`config.mk`:
```
export PLATFORM = sky130hd
export DESIGN_NAME = boost_startup_and_clock_sequencer
export DESIGN_NICKNAME = d
export VERILOG_FILES = /design/src/include/boost_seq_pkg.sv /design/src/hdl/boost_startup_and_clock_sequencer.sv
export VERILOG_INCLUDE_DIRS = /design/src /design/src/include
export SDC_FILE = /design/constraint.sdc
export NUM_CORES = 1
export LEC_CHECK = 0
export BUFFER_PORTS_ARGS = -buffer_cell sky130_fd_sc_hd__buf_2
export CORE_AREA = 2 2 141 143
export CTS_CLUSTER_SIZE = 30
export DETAILED_ROUTE_END_ITERATION = 7
export DIE_AREA = 0 0 143 145
export GPL_ROUTABILITY_DRIVEN = 0
export PLACE_DENSITY = 0.73
export SYNTH_ARGS = -nofsm -noshare
export SYNTH_HDL_FRONTEND = slang
export SYNTH_SLANG_ARGS = --single-unit
```
`constraint.sdc`:
```
create_clock -name CLK -period 7.8 [get_ports CLK]
set_input_delay 0.78 -clock CLK [delete_from_list [all_inputs] [get_ports CLK]]
set_output_delay 0.78 -clock CLK [all_outputs]
set_load 0.01 [all_outputs]
```
`src/include/boost_seq_regs.svh`:
```
// Purpose: Timing counts and level thresholds for the boost startup sequencer.
// Assumes: CLK runs at 40 MHz.
// Notes:   Times keep their printed figure; cycle counts are derived from them.
`ifndef BOOST_SEQ_REGS_SVH
`define BOOST_SEQ_REGS_SVH

`define CLK_MHZ           40
`define US_NS             1000
`define US_CYC            ((`US_NS * `CLK_MHZ) / 1000)
`define OSC_MAX_HZ        3500000
`define OSC_MIN_PERIOD_CYC ((`CLK_MHZ * 1000000 + `OSC_MAX_HZ - 1) / `OSC_MAX_HZ)
`define OSC_MIN_HALF_CYC  (`OSC_MIN_PERIOD_CYC / 2)
`define SYNC_LOSS_NS      5000
`define SYNC_LOSS_CYC     ((`SYNC_LOSS_NS * `CLK_MHZ) / 1000)
`define PIN_STUCK_NS      10000
`define PIN_STUCK_CYC     ((`PIN_STUCK_NS * `CLK_MHZ) / 1000)
`define REPEAT_LOW_NS     150
`define REPEAT_LOW_CYC    ((`REPEAT_LOW_NS * `CLK_MHZ + 999) / 1000)
`define LATCH_CLR_MS      16
`define LATCH_CLR_US      (`LATCH_CLR_MS * 1000)
`define DETECT_US         1500
`define SOFT_START_MS     8
`define SOFT_START_US     (`SOFT_START_MS * 1000)
`define UV_DIVISOR        12
`define SS_DONE_PCT       93
`define CH_COUNT          4

`endif

```
`src/include/boost_seq_pkg.sv`:
```
// Purpose: Types shared by the boost startup sequencer.
// Assumes: Nothing beyond SystemVerilog.
// Notes:   State codes are fixed so waveforms read the same in every tool.
package boost_seq_pkg;

  typedef enum logic [2:0] {
    ST_OFF        = 3'h0,
    ST_GATE       = 3'h1,
    ST_WAIT_DIM   = 3'h2,
    ST_DETECT     = 3'h3,
    ST_SOFT_START = 3'h4,
    ST_RUN        = 3'h5,
    ST_LATCHED    = 3'h6,
    ST_FREQ_FAULT = 3'h7
  } seq_state_t;

endpackage

```
`src/hdl/boost_startup_and_clock_sequencer.sv`:
```
// Purpose: Startup order, fault latch and switching-clock selection of a boost LED driver.
// Assumes: Analog comparators arrive as pins; the output and level codes come from
//          a converter clocked by CLK.
// Notes:   CE low freezes every flip-flop; state-driven outputs are registered from the next state, so they change with the state.
`include "boost_seq_regs.svh"

// Functional notes
// Before soft start, output must exceed one twelfth of the overvoltage level.
// Output undervoltage shuts down at once and latches off until cleared.
// Wake low over 16 ms or supply lockout clears the latched fault.
// Dim low over 16 ms with wake high clears the latch; clock keeps running.
// Soft start ends on channels in regulation, 93% output, or timer expiry.
// Startup order: checks, disconnect driver, pin detection, soft start.
// Wake high powers supply, enables clock repeat, starts disconnect pull-down.
// Disconnect at target enables current reference, then waits for dim high.
// On first dim high each sink pin is classed in use, disabled or shorted.
// Soft start follows a 1.5 ms detect phase and lasts up to 8 ms.
// Internal oscillator is clamped to at most 3.5 MHz.
// A shorted frequency pin shuts the device down; here it only stops switching, flags error and restarts soft start.
// No start while frequency pin is low, until released or sync seen.
// Host keeps sync high and low times each at least 150 ns.
// Host keeps sync duty inside the band for its frequency.
// Host switches clock source 500 ns after dim rise or while dim low.
// Sync lost to open pin falls back to internal oscillator after 5 us, no error.
// Sync stuck low flags error after 10 us, stops switching, restarts soft start.
// No dithering while running from an external sync clock.
// Clock repeat runs whenever wake is high, at the oscillator rate.
// Clock repeat is 50% internally, a 150 ns low pulse per sync cycle.
// A shorted sink pin flags error and holds off soft start while retrying.
// Error flag is released when the detect phase ends; here it is released once no sink pin is shorted, still inside detect.
// Intervals come from a microsecond tick; sync is judged by edges in a window. Here sync loss and stuck pin count CLK cycles.
module boost_startup_and_clock_sequencer #(
  parameter int LATCH_CLR_US  = `LATCH_CLR_US,
  parameter int SOFT_START_US = `SOFT_START_US,
  parameter int DETECT_US     = `DETECT_US
) (
  // Clock, reset and enable
  input  wire logic       CLK,
  input  wire logic       RESET,
  input  wire logic       CE,
  // Host-driven pins
  input  wire logic       WAKE,
  input  wire logic       DIM,
  input  wire logic       FREQ_PIN,
  input  wire logic       FREQ_PIN_RELEASED,
  // Analog comparator pins
  input  wire logic       SUPPLY_LOW,
  input  wire logic       GATE_AT_TARGET,
  input  wire logic       FREQ_RISE_FAULT,
  input  wire logic       SPREAD_FITTED,
  input  wire logic [3:0] CH_SHORT,
  input  wire logic [3:0] CH_UNUSED,
  input  wire logic [3:0] CH_IN_REG,
  // Converter codes on CLK
  input  wire logic [9:0] OUT_SENSE_CODE,
  input  wire logic [9:0] OVP_LEVEL_CODE,
  input  wire logic [7:0] OSC_HALF_PERIOD,
  // Power stage controls
  output logic            SUPPLY_ON,
  output logic            GATE_PULL_DOWN,
  output logic            CURRENT_REF_EN,
  output logic            DETECT_ACTIVE,
  output logic            SOFT_START,
  output logic            SWITCH_EN,
  output logic [3:0]      CH_ENABLED,
  // Clock status
  output logic            SYNC_MODE,
  output logic            DITHER_EN,
  output logic            OSC_CLAMPED,
  output logic            CLOCK_REPEAT,
  // Fault status
  output logic            ERROR_N,
  output logic            LATCHED_OFF
);

  localparam int NSYNC = 20;

  logic [NSYNC-1:0]         meta_reg;
  logic [NSYNC-1:0]         pin_reg;
  logic                     wake;
  logic                     dim;
  logic                     fpin;
  logic                     fpin_rel;
  logic                     supply_low;
  logic                     gate_ok;
  logic                     rise_fault;
  logic                     spread;
  logic [3:0]               ch_short;
  logic [3:0]               ch_unused;
  logic [3:0]               ch_in_reg;
  logic [5:0]               pre_reg;
  logic                     us_tick;
  logic [7:0]               half_eff;
  logic [7:0]               osc_cnt_reg;
  logic                     osc_reg;
  logic                     fpin_d_reg;
  logic                     sync_edge;
  logic [8:0]               gap_reg;
  logic                     sync_mode_reg;
  logic [8:0]               low_cnt_reg;
  logic                     freq_short;
  logic                     start_ok;
  logic [2:0]               pulse_reg;
  boost_seq_pkg::seq_state_t state_reg;
  boost_seq_pkg::seq_state_t state_next;
  logic [13:0]              tmr_reg;
  logic                     retry;
  logic                     detect_done;
  logic                     above_low;
  logic                     at_93;
  logic                     ss_done;
  logic [3:0]               ch_en_reg;
  logic [13:0]              wake_low_reg;
  logic [13:0]              dim_low_reg;
  logic                     latch_reg;
  logic                     latch_set;
  logic                     latch_clr;
  logic                     active;

  // Every pin passes two flip-flops; the first stage feeds only the second.
  always_ff @(posedge CLK) begin
    if (RESET) begin
      meta_reg <= '0;
      pin_reg  <= '0;
    end else if (CE) begin
      meta_reg <= {WAKE, DIM, FREQ_PIN, FREQ_PIN_RELEASED, SUPPLY_LOW, GATE_AT_TARGET,
                   FREQ_RISE_FAULT, SPREAD_FITTED, CH_SHORT, CH_UNUSED, CH_IN_REG};
      pin_reg  <= meta_reg;
    end
  end

  assign wake       = pin_reg[19];
  assign dim        = pin_reg[18];
  assign fpin       = pin_reg[17];
  assign fpin_rel   = pin_reg[16];
  assign supply_low = pin_reg[15];
  assign gate_ok    = pin_reg[14];
  assign rise_fault = pin_reg[13];
  assign spread     = pin_reg[12];
  assign ch_short   = pin_reg[11:8];
  assign ch_unused  = pin_reg[7:4];
  assign ch_in_reg  = pin_reg[3:0];

  // A single microsecond tick paces the detect, soft-start and latch-clear intervals.
  always_ff @(posedge CLK) begin
    if (RESET) begin
      pre_reg <= 6'h00;
    end else if (CE) begin
      pre_reg <= us_tick ? 6'h00 : pre_reg + 6'h01;
    end
  end

  assign us_tick = (pre_reg == 6'(`US_CYC - 1));

  // The clamp is applied always, so a failing frequency resistor cannot speed it up.
  assign half_eff = (OSC_HALF_PERIOD < 8'(`OSC_MIN_HALF_CYC)) ?
                    8'(`OSC_MIN_HALF_CYC) : OSC_HALF_PERIOD;

  always_ff @(posedge CLK) begin
    if (RESET) begin
      osc_cnt_reg <= 8'h00;
      osc_reg     <= 1'b0;
    end else if (CE) begin
      if (!wake) begin
        osc_cnt_reg <= 8'h00;
        osc_reg     <= 1'b0;
      end else if (osc_cnt_reg >= half_eff - 8'h01) begin
        osc_cnt_reg <= 8'h00;
        osc_reg     <= ~osc_reg;
      end else begin
        osc_cnt_reg <= osc_cnt_reg + 8'h01;
      end
    end
  end

  assign sync_edge = fpin & ~fpin_d_reg;

  // Sync is present while rising edges keep arriving inside the loss window.
  always_ff @(posedge CLK) begin
    if (RESET) begin
      fpin_d_reg    <= 1'b0;
      gap_reg       <= 9'h000;
      sync_mode_reg <= 1'b0;
    end else if (CE) begin
      fpin_d_reg <= fpin;
      if (sync_edge) begin
        gap_reg       <= 9'h000;
        sync_mode_reg <= 1'b1;
      end else if (gap_reg == 9'(`SYNC_LOSS_CYC)) begin
        sync_mode_reg <= 1'b0;
      end else begin
        gap_reg <= gap_reg + 9'h001;
      end
    end
  end

  // An open pin floats up to its released level, so only a low, unreleased pin counts.
  always_ff @(posedge CLK) begin
    if (RESET) begin
      low_cnt_reg <= 9'h000;
    end else if (CE) begin
      if (fpin || fpin_rel) begin
        low_cnt_reg <= 9'h000;
      end else if (!freq_short) begin
        low_cnt_reg <= low_cnt_reg + 9'h001;
      end
    end
  end

  assign freq_short = (low_cnt_reg == 9'(`PIN_STUCK_CYC));
  assign start_ok   = (fpin_rel || sync_mode_reg) && !freq_short;

  // Under sync each rising edge starts a fixed low pulse, independent of sync rate.
  always_ff @(posedge CLK) begin
    if (RESET) begin
      pulse_reg <= 3'h0;
    end else if (CE) begin
      if (sync_edge && sync_mode_reg) begin
        pulse_reg <= 3'(`REPEAT_LOW_CYC);
      end else if (pulse_reg != 3'h0) begin
        pulse_reg <= pulse_reg - 3'h1;
      end
    end
  end

  assign above_low   = ({4'h0, OUT_SENSE_CODE} * 14'(`UV_DIVISOR)) >
                       {4'h0, OVP_LEVEL_CODE};
  assign at_93       = ({7'h00, OUT_SENSE_CODE} * 17'd100) >=
                       ({7'h00, OVP_LEVEL_CODE} * 17'(`SS_DONE_PCT));
  assign detect_done = (tmr_reg >= 14'(DETECT_US));
  assign ss_done     = (&(ch_in_reg | ~ch_en_reg)) || at_93 ||
                       (tmr_reg >= 14'(SOFT_START_US));
  assign retry       = (state_reg == boost_seq_pkg::ST_DETECT) && detect_done &&
                       (|ch_short);
  assign active      = (state_reg != boost_seq_pkg::ST_OFF) &&
                       (state_reg != boost_seq_pkg::ST_GATE);

  always_comb begin
    state_next = state_reg;
    unique case (state_reg)
      boost_seq_pkg::ST_OFF: begin
        if (!latch_reg && start_ok) begin
          state_next = boost_seq_pkg::ST_GATE;
        end
      end
      boost_seq_pkg::ST_GATE: begin
        if (gate_ok && start_ok) begin
          state_next = boost_seq_pkg::ST_WAIT_DIM;
        end
      end
      boost_seq_pkg::ST_WAIT_DIM: begin
        if (dim) begin
          state_next = boost_seq_pkg::ST_DETECT;
        end
      end
      boost_seq_pkg::ST_DETECT: begin
        if (detect_done && !(|ch_short)) begin
          state_next = above_low ? boost_seq_pkg::ST_SOFT_START
                                 : boost_seq_pkg::ST_LATCHED;
        end
      end
      boost_seq_pkg::ST_SOFT_START: begin
        if (ss_done) begin
          state_next = boost_seq_pkg::ST_RUN;
        end
      end
      boost_seq_pkg::ST_RUN: begin
        state_next = boost_seq_pkg::ST_RUN;
      end
      boost_seq_pkg::ST_LATCHED: begin
        if (!latch_reg) begin
          state_next = boost_seq_pkg::ST_OFF;
        end
      end
      boost_seq_pkg::ST_FREQ_FAULT: begin
        if (start_ok) begin
          state_next = boost_seq_pkg::ST_SOFT_START;
        end
      end
    endcase
    if (active && freq_short && state_reg != boost_seq_pkg::ST_LATCHED) begin
      state_next = boost_seq_pkg::ST_FREQ_FAULT;
    end
    if (!wake || supply_low) begin
      state_next = boost_seq_pkg::ST_OFF;
    end
  end

  always_ff @(posedge CLK) begin
    if (RESET) begin
      state_reg <= boost_seq_pkg::ST_OFF;
    end else if (CE) begin
      state_reg <= state_next;
    end
  end

  // The phase timer restarts on every state change and on each detect retry.
  always_ff @(posedge CLK) begin
    if (RESET) begin
      tmr_reg <= 14'h0000;
    end else if (CE) begin
      if (state_next != state_reg || retry) begin
        tmr_reg <= 14'h0000;
      end else if (us_tick && tmr_reg != 14'h3fff) begin
        tmr_reg <= tmr_reg + 14'h0001;
      end
    end
  end

  // Channel classes are frozen when the detect phase passes.
  always_ff @(posedge CLK) begin
    if (RESET) begin
      ch_en_reg <= 4'h0;
    end else if (CE) begin
      if (state_reg == boost_seq_pkg::ST_DETECT && detect_done && !(|ch_short)) begin
        ch_en_reg <= ~ch_unused;
      end else if (state_next == boost_seq_pkg::ST_OFF) begin
        ch_en_reg <= 4'h0;
      end
    end
  end

  // Low-level timers count one past the limit so the clear means strictly longer.
  always_ff @(posedge CLK) begin
    if (RESET) begin
      wake_low_reg <= 14'h0000;
      dim_low_reg  <= 14'h0000;
    end else if (CE) begin
      if (wake) begin
        wake_low_reg <= 14'h0000;
      end else if (us_tick && wake_low_reg <= 14'(LATCH_CLR_US)) begin
        wake_low_reg <= wake_low_reg + 14'h0001;
      end
      if (dim || !wake) begin
        dim_low_reg <= 14'h0000;
      end else if (us_tick && dim_low_reg <= 14'(LATCH_CLR_US)) begin
        dim_low_reg <= dim_low_reg + 14'h0001;
      end
    end
  end

  assign latch_set = (state_reg == boost_seq_pkg::ST_DETECT) &&
                     (state_next == boost_seq_pkg::ST_LATCHED);
  assign latch_clr = supply_low || (wake_low_reg > 14'(LATCH_CLR_US)) ||
                     (dim_low_reg > 14'(LATCH_CLR_US));

  // A new fault in the clearing cycle wins, so it is never lost.
  always_ff @(posedge CLK) begin
    if (RESET) begin
      latch_reg <= 1'b0;
    end else if (CE) begin
      if (latch_set) begin
        latch_reg <= 1'b1;
      end else if (latch_clr) begin
        latch_reg <= 1'b0;
      end
    end
  end

  // Stage controls other than SUPPLY_ON and CH_ENABLED follow the next state so they line up with the state register.
  always_ff @(posedge CLK) begin
    if (RESET) begin
      SUPPLY_ON      <= 1'b0;
      GATE_PULL_DOWN <= 1'b0;
      CURRENT_REF_EN <= 1'b0;
      DETECT_ACTIVE  <= 1'b0;
      SOFT_START     <= 1'b0;
      SWITCH_EN      <= 1'b0;
      CH_ENABLED     <= 4'h0;
      LATCHED_OFF    <= 1'b0;
      ERROR_N        <= 1'b1;
    end else if (CE) begin
      SUPPLY_ON      <= wake;
      GATE_PULL_DOWN <= (state_next != boost_seq_pkg::ST_OFF) &&
                        (state_next != boost_seq_pkg::ST_LATCHED);
      CURRENT_REF_EN <= (state_next == boost_seq_pkg::ST_WAIT_DIM) ||
                        (state_next == boost_seq_pkg::ST_DETECT) ||
                        (state_next == boost_seq_pkg::ST_SOFT_START) ||
                        (state_next == boost_seq_pkg::ST_RUN) ||
                        (state_next == boost_seq_pkg::ST_FREQ_FAULT);
      DETECT_ACTIVE  <= (state_next == boost_seq_pkg::ST_DETECT);
      SOFT_START     <= (state_next == boost_seq_pkg::ST_SOFT_START);
      SWITCH_EN      <= (state_next == boost_seq_pkg::ST_SOFT_START) ||
                        (state_next == boost_seq_pkg::ST_RUN);
      CH_ENABLED     <= ch_en_reg;
      LATCHED_OFF    <= latch_set || (latch_reg && !latch_clr);
      ERROR_N        <= !(((state_next == boost_seq_pkg::ST_DETECT) && (|ch_short)) ||
                          (state_next == boost_seq_pkg::ST_FREQ_FAULT));
    end
  end

  // Clock outputs stay alive in every state while wake is high.
  always_ff @(posedge CLK) begin
    if (RESET) begin
      SYNC_MODE    <= 1'b0;
      DITHER_EN    <= 1'b0;
      OSC_CLAMPED  <= 1'b0;
      CLOCK_REPEAT <= 1'b0;
    end else if (CE) begin
      SYNC_MODE    <= sync_mode_reg;
      DITHER_EN    <= spread && !sync_mode_reg && wake;
      OSC_CLAMPED  <= rise_fault || (OSC_HALF_PERIOD < 8'(`OSC_MIN_HALF_CYC));
      if (!wake) begin
        CLOCK_REPEAT <= 1'b0;
      end else if (sync_mode_reg) begin
        CLOCK_REPEAT <= !((sync_edge) || (pulse_reg > 3'h1));
      end else begin
        CLOCK_REPEAT <= osc_reg;
      end
    end
  end

endmodule

```
# Yosys cells after proc, flatten, opt, wreduce, memory -nomap -nowiden
# Index checks and enable logic that the tools add are counted.
dict set report word_totals {
  reg_bits 144
  inputBits 51
  elab_cells 189
}
dict set report classes {
  addsub 9
  mul 3
  n_lt_le_gt_ge 11
  n_eq_ne 24
  mux 37
  bitwise 6
  n_reduce_logical 70
}
# op count
set op_table {}
lappend op_table {{14-bit two-way mux} 6}
lappend op_table {{14-bit by 1-bit adder with 14-bit output, second input constant} 3}
lappend op_table {{9-bit two-way mux} 4}
lappend op_table {{3-bit two-way mux} 11}
lappend op_table {{14-bit greater-than comparator, second input constant} 2}
lappend op_table {{14-bit <= comparator, second input constant} 2}
lappend op_table {{3-bit == test, second input constant} 8}
lappend op_table {{8-bit two-way mux} 3}
lappend op_table {{3-bit case mux with 8 select lines} 1}
lappend op_table {{1-bit logical AND} 20}
lappend op_table {{2-bit AND reduction} 10}
lappend op_table {{9-bit by 1-bit adder with 9-bit output, second input constant} 2}
lappend op_table {{1-bit logical OR} 18}
lappend op_table {{17-bit >= comparator} 1}
lappend op_table {{10-bit by 7-bit multiplier with 17-bit output, second input constant} 1}
lappend op_table {{10-bit by 5-bit multiplier with 15-bit output, second input constant} 1}
lappend op_table {{14-bit by 11-bit >= comparator with 1-bit output, second input constant} 1}
lappend op_table {{14-bit by 13-bit >= comparator with 1-bit output, second input constant} 1}
lappend op_table {{14-bit by 10-bit greater-than comparator with 1-bit output} 1}
lappend op_table {{14-bit inequality test, second input constant} 1}
lappend op_table {{2-bit nonzero test} 7}
lappend op_table {{3-bit by 2-bit == test with 1-bit output, second input constant} 4}
lappend op_table {{10-bit by 2-bit multiplier with 12-bit output, second input constant} 1}
lappend op_table {{9-bit by 8-bit == test with 1-bit output, second input constant} 1}
lappend op_table {{other kinds (28)} 50}

# Depth between registers and ports, before layout
# Gate-level depths: netlist of run 1.
dict set report depth {
  word_depth 14
  ltp_mapped 26
}

# Least setup slack after synthesis of run 1
# OpenSTA, ideal clock, no wires.
dict set report synth_timing {
  path_kind {input-to-reg}
  startpoint {input OVP_LEVEL_CODE[1]}
  endpoint {register tmr_reg[11]}
  setup_ns 0.120
  arrival_ns 5.747
  t_required_ns 7.680
  setup_slack_ns 1.933
  cell_stages 26
  path_buffers 1
  cell_sequence {ha_1 inv_1 fa_1 inv_1 fa_1 inv_1 fa_1 inv_1 ha_1 inv_1 a21oi_1 o21ai_0 a21oi_1 and4_1 o31ai_1 xor2_1 ha_1 o21ai_0 nor2_1 o31ai_1 and4_1 mux2i_1 nor3_4 buf_4 a32oi_1 nand2_1}
}
dict set report synth_between {
  elab_chain_len 12
  elab_cells_between_ends 16
  cone_classes {mul: 1; order compare: 2; eq/ne: 1; mux: 7; reduce/logical: 5}
}
# item line
set synth_lines {}
lappend synth_lines {{start: declaration} boost_startup_and_clock_sequencer.sv:56} ;# input wire logic [9:0] OVP_LEVEL_CODE,
lappend synth_lines {{10-bit by 7-bit multiplier with 17-bit output} boost_startup_and_clock_sequencer.sv:229} ;# ({7'h00, OVP_LEVEL_CODE} * 17'(`SS_DONE_PCT));
lappend synth_lines {{17-bit >= comparator} boost_startup_and_clock_sequencer.sv:228} ;# assign at_93 = ({7'h00, OUT_SENSE_CODE} * 17'd100) >=
lappend synth_lines {{1-bit logical OR (2 in a row)} boost_startup_and_clock_sequencer.sv:231} ;# assign ss_done = (&(ch_in_reg | ~ch_en_reg)) || at_93 ||
lappend synth_lines {{3-bit two-way mux} boost_startup_and_clock_sequencer.sv:263} ;# if (ss_done) begin
lappend synth_lines {{3-bit case mux with 8 select lines *} boost_startup_and_clock_sequencer.sv:240} ;# unique case (state_reg)
lappend synth_lines {{3-bit two-way mux *} boost_startup_and_clock_sequencer.sv:281} ;# if (active && freq_short && state_reg != boost_seq_pkg::ST_LATCHED) begin
lappend synth_lines {{3-bit two-way mux *} boost_startup_and_clock_sequencer.sv:284} ;# if (!wake || supply_low) begin
lappend synth_lines {{3-bit inequality test *} boost_startup_and_clock_sequencer.sv:302} ;# if (state_next != state_reg || retry) begin
lappend synth_lines {{1-bit logical OR *} boost_startup_and_clock_sequencer.sv:302}
lappend synth_lines {{2-bit nonzero test (no source line)} n/a}
lappend synth_lines {{2-bit AND reduction (no source line)} n/a}
lappend synth_lines {{end signal: assignment} boost_startup_and_clock_sequencer.sv:305} ;# tmr_reg <= tmr_reg + 14'h0001;
lappend synth_lines {{end: declaration} boost_startup_and_clock_sequencer.sv:106} ;# logic [13:0] tmr_reg;
# Mark *: on every way between the ends. The rest lies on a longest branch, timed or not.
# A chain may end at the register's enable or synchronous reset.

# Worst setup path in the final report of run 1
dict set report layout_timing {
  startpoint {input OVP_LEVEL_CODE[2]}
  endpoint {register tmr_reg[0]}
}
# The elaborated chain is that of the path after synthesis.

==> results.json, run 1 <==
{
  "clkPwrFrac_pct": 33.8,
  "timing.final.crit_share_pct": 82.61,
  "hold_violations": 0,
  "layout_common_cells": "nor2_1 (163), dfxtp_1 (144), ha_1 (129), inv_1 (100), nand2_1 (78)",
  "multi_input_area_mm2": 0.006988,
  "antenna_found_initial": 0,
  "ir_worst_vdd_mv": 0.1436,
  "die_w_um": 143,
  "synth_async_sr_flop_share_pct": 0,
  "first_global_vias": 7906,
  "ys_types": 82,
  "core_area_mm2": 0.01921,
  "ys_warn_count": 0,
  "grt_max_degree": 81,
  "cts_resized": 0,
  "n_antenna_cell": 0,
  "synth_flop_cell": "dfxtp_1",
  "dpl.hpwl_um": 15870,
  "p_int_uw": 1667,
  "slew_headroom_pct": 20.49,
  "initialDrtViolationCount": 421,
  "pin_count": 67,
  "num-nets-final": 1454,
  "path_class": "input pin to flop",
  "swShare_pct": 32.61,
  "power.density_mw_per_mm2": 214.5,
  "postCtsHoldBufs": 0,
  "crit_fanout": 25,
  "drive_gt1_share_pct": 9.976,
  "netlist_instances": 1189,
  "fin_area_mm2": 0.01153,
  "layout_commonest_cell": "nor2_1",
  "max_cap_viol_count": 0,
  "worst_pin_slew_ns": 1.187,
  "cts-root-buf": "clkbuf_16",
  "outcome": "completed",
  "crit_path_end_kind": "flop",
  "grt_pass1_wl_um": 36440,
  "ctsLongestPathBuffers": 2,
  "path_clk_slew_ns": 0.06,
  "vias": 8269,
  "combinationalPowerShare_pct": 35.0,
  "worstHoldStart": "pin_reg[4]$_SDFFE_PP0P_",
  "tritoncts": "yes",
  "p_seq_share_pct": 31.2,
  "arrival_ns": 6.78,
  "final_max_slew_viol_count": 0,
  "stdcell_count": 1518,
  "leakagePower_uw": 0.005218,
  "die_y_um": 145,
  "n_fill_cell": 1653,
  "grt_overflow": 0,
  "startpoint": "OVP_LEVEL_CODE[2]",
  "setup_tns_ns": 0,
  "cts.sinks": 144,
  "area_growth_syn_to_layout_pct": 10.82,
  "post-place-ws_ns": 0.8994,
  "routed_wl_um": 21050,
  "ant_nets": 0,
  "h-tree-depth": 4,
  "clock_latency_ns": 0.42,
  "grt_usage_pct": 21.12,
  "setup_slack_ns": 1.356,
  "postCtsSetupBuffers": 0,
  "synth-seq-cells": 144,
  "ff_latch_area_mm2": 0.002883,
  "rsz0062_at_grt": "false",
  "r2r_start": "low_cnt_reg[0]$_SDFFE_PP0P_",
  "dr.pass1.iters": 5,
  "avgSynthCellArea_um2": 8.753,
  "row_count": 51,
  "die-area_mm2": 0.02074,
  "fin_skew_ns": 0.01095,
  "holdCritPathClass": "flop to flop",
  "synth_nets": 1403,
  "clock.fmax_ghz": 0.1552,
  "reg2reg_setup_slack_ns": 4.65,
  "syn_area_mm2": 0.01041,
  "vias_per_cell": 5.447,
  "period_needed_ns": 6.444,
  "drcViolationCount": 0,
  "synth_edf_count": 0,
  "io_buffers": 66,
  "start_util_pct": 54.19,
  "setup_violations": 0,
  "placed_area_mm2": 0.01093,
  "ys_seq_area_share_pct": 27.70,
  "worst_ep_required_time_ns": 8.13,
  "cts_buffers": 17,
  "wire_per_inst_um": 13.87,
  "p_switching_uw": 806.7,
  "crit_path_start_kind": "input pin",
  "dp.cells": 1486
}
## metal layers
metal  track usage [%]  part of all wire (%)  wire length (µm)
met5                 0                     0                 0
met4             5.446                   1.4               286
met3             4.026                   2.4               497
met2             35.38                    48             10150
met1             27.83                    48             10110
## cells in the mapped netlist (7+ instances only)
master	number	area, µm²
a211oi_1	14	105.1
dfxtp_1	144	2883
nor2_1	163	611.8
nor3_1	20	100.1
nand3_1	36	180.2
nand2_1	78	292.8
mux2i_1	57	570.6
ha_1	129	1614
xor2_1	38	332.8
a21oi_1	55	275.3
o21ai_0	27	135.1
nand4_1	25	156.4
inv_1	100	375.4
xnor2_1	33	289.0
clkbuf_1	24	90.09
a32oi_1	8	70.07
and2_1	12	75.07
a31oi_1	14	87.58
a21o_1	10	75.07
nand2b_1	10	62.56
or3_1	8	50.05
o211ai_1	7	52.55
and3_1	16	100.1
nor2b_1	15	93.84
nor4_1	8	50.05
fa_1	34	680.7
## power by group through the flow
stage	combinational [µW]	clock, µW	sequential (µW)
6_report	865	836	773
2_1_floorplan	684	0	785
4_1_cts	874	846	773
3_5_place_dp	867	0	789
5_1_grt	1010	882	775
3_3_place_gp	841	0	788
## area by class of cell
class	count	share of cell area (%)
Timing Repair Buffer	68	3.016
Tap cell	265	2.875
Multi-Input combinational cell	909	60.59
Inverter	100	3.254
Clock inverter	9	1.128
Sequential cell	144	24.99
Clock buffer	23	4.144
## through the flow
stage / utilization [%] / power, µW / hold slack [ns]
CTS: 60.05 / 2493 / 0.4406
detailed placement: 56.88 / 1655 / 0.4225
global route: 60.05 / 2667 / 0.4787
global placement: 56.88 / 1629 / 0.4252
finish: 60.05 / 2474 / 0.4365
floorplan: - / 1469 / 0.4037
## critical path: stages
cell	delay, ns
buf_2	0.14
ha_1	0.29
ha_1	0.28
inv_1	0.06
fa_1	0.54
inv_1	0.06
fa_1	0.45
ha_1	0.34
nor2b_1	0.14
o21ai_0	0.21
a21oi_1	0.11
o21ai_0	0.21
a21oi_1	0.11
and4_1	0.22
o31ai_1	0.29
xor2_1	0.18
ha_1	0.25
o21ai_0	0.19
nor2_1	0.07
o31ai_1	0.22
and4_1	0.28
mux2i_1	0.13
nor3_4	0.76
a21oi_1	0.21
o31ai_1	0.24
## cell families (layout without fill, tap and decap cells)
group           Yosys count  in the layout  synth area share [%]
compound gates          190            190                 13.02
xor+xnor                 71             71                 5.975
fa+ha+maj               163            163                 22.05
buf+inv                 136            200                 5.157
flops                   144            144                 27.70
mux                      57             57                 5.482
simple gates            428            428                 20.62
## worst paths after layout
kind                                    end  cells after the start
setup / recovery    tmr_reg[0]$_SDFFE_PP0P_                     25
hold / removal    ch_en_reg[0]$_SDFFE_PP0P_                      1
setup reg to reg    tmr_reg[0]$_SDFFE_PP0P_                     10
hold reg to reg   ch_en_reg[0]$_SDFFE_PP0P_                      1
Power figures use the tool's default switching activity.
==> run 2: changes to the inputs <==
--- a/config.mk
+++ b/config.mk
@@ -6,13 +6,14 @@
 export SDC_FILE = /design/constraint.sdc
 export NUM_CORES = 1
 export LEC_CHECK = 0
+export ABC_AREA = 1
 export BUFFER_PORTS_ARGS = -buffer_cell sky130_fd_sc_hd__buf_2
 export CORE_AREA = 2 2 141 143
 export CTS_CLUSTER_SIZE = 30
 export DETAILED_ROUTE_END_ITERATION = 7
 export DIE_AREA = 0 0 143 145
 export GPL_ROUTABILITY_DRIVEN = 0
-export PLACE_DENSITY = 0.73
+export PLACE_DENSITY = 0.72
 export SYNTH_ARGS = -nofsm -noshare
 export SYNTH_HDL_FRONTEND = slang
 export SYNTH_SLANG_ARGS = --single-unit
==> constraint.sdc (replaced) <==
create_clock -name CLK -period 6 [get_ports CLK]
set_input_delay 0.6 -clock CLK [delete_from_list [all_inputs] [get_ports CLK]]
set_output_delay 0.6 -clock CLK [all_outputs]
set_load 0.01 [all_outputs]
==> results.json, run 2 <==
{
  "outcome": "completed",
  "pin_count": 67,
  "power.density_mw_per_mm2": 296.5,
  "fin_skew_ns": 0.008909,
  "h-tree-depth": 4,
  "hold_violations": 0,
  "layout_common_cells": "nand2_1 (206), inv_1 (199), nor2_1 (192), dfxtp_1 (144), ha_1 (123)",
  "start_util_pct": 53.81,
  "critPathMostFrequentCell": "nand2_1",
  "ys_warn_count": 0,
  "yosys.area.top_type": "dfxtp_1",
  "die-area_mm2": 0.02074,
  "synth.most_common_cell": "nand2_1",
  "worstHoldStart": "FREQ_RISE_FAULT",
  "worst_ep_required_time_ns": 6.29,
  "synth_edf_count": 0,
  "drive_gt1_share_pct": 13.15,
  "worst_pin_slew_ns": 0.8948,
  "grtUsageMet2_pct": 37.13,
  "clock.fmax_ghz": 0.1774,
  "dp.cells": 1720,
  "grt_pass1_wl_um": 37680,
  "critical_path.max_stage_delay_ns": 0.54,
  "r2r_start": "pre_reg[0]$_SDFFE_PP0P_",
  "crit_end": "GATE_PULL_DOWN$_SDFFE_PP0P_",
  "antenna_found_initial": 0,
  "tritoncts": "yes",
  "top_usage_layer": "met2",
  "syn_area_mm2": 0.01034,
  "drcViolationCount": 0,
  "layout_commonest_cell": "nand2_1",
  "slew_headroom_pct": 40.35,
  "initialDrtViolationCount": 401,
  "startpoint": "OVP_LEVEL_CODE[3]",
  "p_total_uw": 3515,
  "max_cap_viol_count": 0,
  "cts.sinks": 144,
  "wire_per_inst_um": 12.56,
  "netlist_instances": 1394,
  "area_growth_syn_to_layout_pct": 14.68,
  "final_max_slew_viol_count": 0,
  "setup_violations": 0,
  "cts_buffers": 17,
  "final_util_pct": 61.72,
  "n_fill_cell": 1708,
  "ys_seq_area_share_pct": 27.89,
  "r2r-end": "wake_low_reg[12]$_SDFFE_PP0P_",
  "ctsLongestPathBuffers": 2,
  "grt_max_degree": 65,
  "cts-root-buf": "clkbuf_16",
  "synth-seq-cells": 144,
  "yosys.area.top_type_share_pct": 27.89,
  "use_met3_pct": 3.432,
  "routed_wl_um": 22040,
  "period_needed_ns": 5.638,
  "avgSynthCellArea_um2": 7.415,
  "grt_overflow": 0,
  "clock_latency_ns": 0.43,
  "vias": 8983,
  "ant_nets": 0,
  "leakagePower_uw": 0.005484,
  "rr_worst_depth": 12,
  "critical-path-slowest-cell": "fa_1",
  "crit_path_start_kind": "input pin",
  "path_clk_slew_ns": 0.06,
  "first_global_vias": 8460,
  "crit_path_end_kind": "flop",
  "vias_per_cell": 5.119,
  "die_y_um": 145,
  "dpl.hpwl_um": 16470,
  "synth_nets": 1608,
  "stdcell_count": 1755,
  "grtUsageMet1_pct": 28.64,
  "grt_usage_pct": 21.77,
  "die_w_um": 143,
  "path_class": "input pin to flop",
  "io_buffers": 66,
  "synth_area_leaders": "dfxtp_1 (28%), ha_1 (16%), nand2_1 (7.8%)",
  "synth_flop_cell": "dfxtp_1",
  "ir_worst_vdd_mv": 0.2302,
  "holdCritPathClass": "input pin to flop",
  "arrival_ns": 5.92,
  "dr.pass1.iters": 5,
  "num-nets-final": 1691,
  "synth_async_sr_flop_share_pct": 0,
  "crit_fanout": 4,
  "n_antenna_cell": 0,
  "synthTopCellsByCount": "nand2_1 (215), inv_1 (200), nor2_1 (193)",
  "core_area_mm2": 0.01921,
  "row_count": 51,
  "reg2reg_setup_slack_ns": 3.38,
  "timing.final.crit_share_pct": 93.97,
  "ys_types": 47
}
[run 2: cell types whose count changed in the layout (fill, tap and decap cells not counted), moves of 18 or more]
cell / delta
inv_1: +99
nor2_1: +29
o21ai_0: +55
a21oi_1: +52
xnor2_1: -18
nand2_1: +128
mux2i_1: -57
buf_4: +22
[run 2: worst min path at each step]
| stage | endpoint | slack (ns) | cells past startpoint |
|---|---|---|---|
| after global routing | meta_reg[1]$_SDFFE_PP0P_ | 0.40 | 3 |
| after global placement | wake_low_reg[13]$_SDFFE_PP0P_ | 0.44 | 2 |
| after detailed placement | wake_low_reg[13]$_SDFFE_PP0P_ | 0.45 | 2 |
| final | meta_reg[13]$_SDFFE_PP0P_ | 0.39 | 3 |
| after CTS | meta_reg[1]$_SDFFE_PP0P_ | 0.39 | 3 |
| after floorplan | wake_low_reg[13]$_SDFFE_PP0P_ | 0.43 | 2 |
[run 2: area by class of cell]
class / instances / area (µm²) / area share, %
clock buffers: 18 / 439.2 / 3.705
clock inverters: 14 / 203.9 / 1.720
inverters: 212 / 795.8 / 6.713
multi-input cells: 1010 / 6671 / 56.28
flip-flops and latches: 144 / 2883 / 24.32
well taps: 265 / 331.6 / 2.797
repair buffers: 92 / 529.3 / 4.465
[run 2: power by group]
part | total, µW | internal [µW] | switching [µW]
clock | 1140 | 712 | 430
sequential | 1020 | 998 | 25.7
combinational | 1350 | 600 | 749
[run 2: routing by layer]
metal / up-vias / part of all wire [%]
li1: 4693 / -
met1: 4148 / 48
met2: 116 / 48
met3: 26 / 3.0
met4: 0 / 1.3
met5: - / 0
[run 2: timing repair]
| action | 4_1_cts | 5_1_grt |
|---|---|---|
| hold buffers | 0 | 0 |
| gates resized for setup | 0 | 26 |
| setup buffers | 0 | 2 |
| setup endpoints to repair | 0 | 22 |
[run 2: worst max-delay path: cells and delay by family]
family	cells	cell delay [ns]
compound gates	8	0.92
xor+xnor	1	0.18
fa+ha+maj	6	2.15
buf+inv	7	0.71
simple gates	15	1.36
[run 2: cells by family (layout without fill, tap and decap cells)]
logic type / after synthesis / after routing / synth area share (%)
flip-flops: 144 / 144 / 27.89
XOR/XNOR: 53 / 53 / 4.491
AO/OA/AOI/OAI: 246 / 246 / 13.27
buffers and inverters: 241 / 336 / 8.958
adder cells (fa/ha/maj): 163 / 163 / 22.20
AND/OR/NAND/NOR: 547 / 548 / 23.19
[run 2: per-stage QoR]
step / setup TNS (ns) / cell area [µm²] / setup WS, ns / hold slack [ns]
after floorplan: 0 / 10340 / 0.1536 / 0.4257
final: 0 / 11850 / 0.3620 / 0.3930
after detailed placement: -2.062 / 11050 / -0.1554 / 0.4455
after global routing: -0.6027 / 11850 / -0.06859 / 0.4022
after global placement: 0 / 11050 / 0.03041 / 0.4350
after CTS: 0 / 11690 / 0.2916 / 0.3860
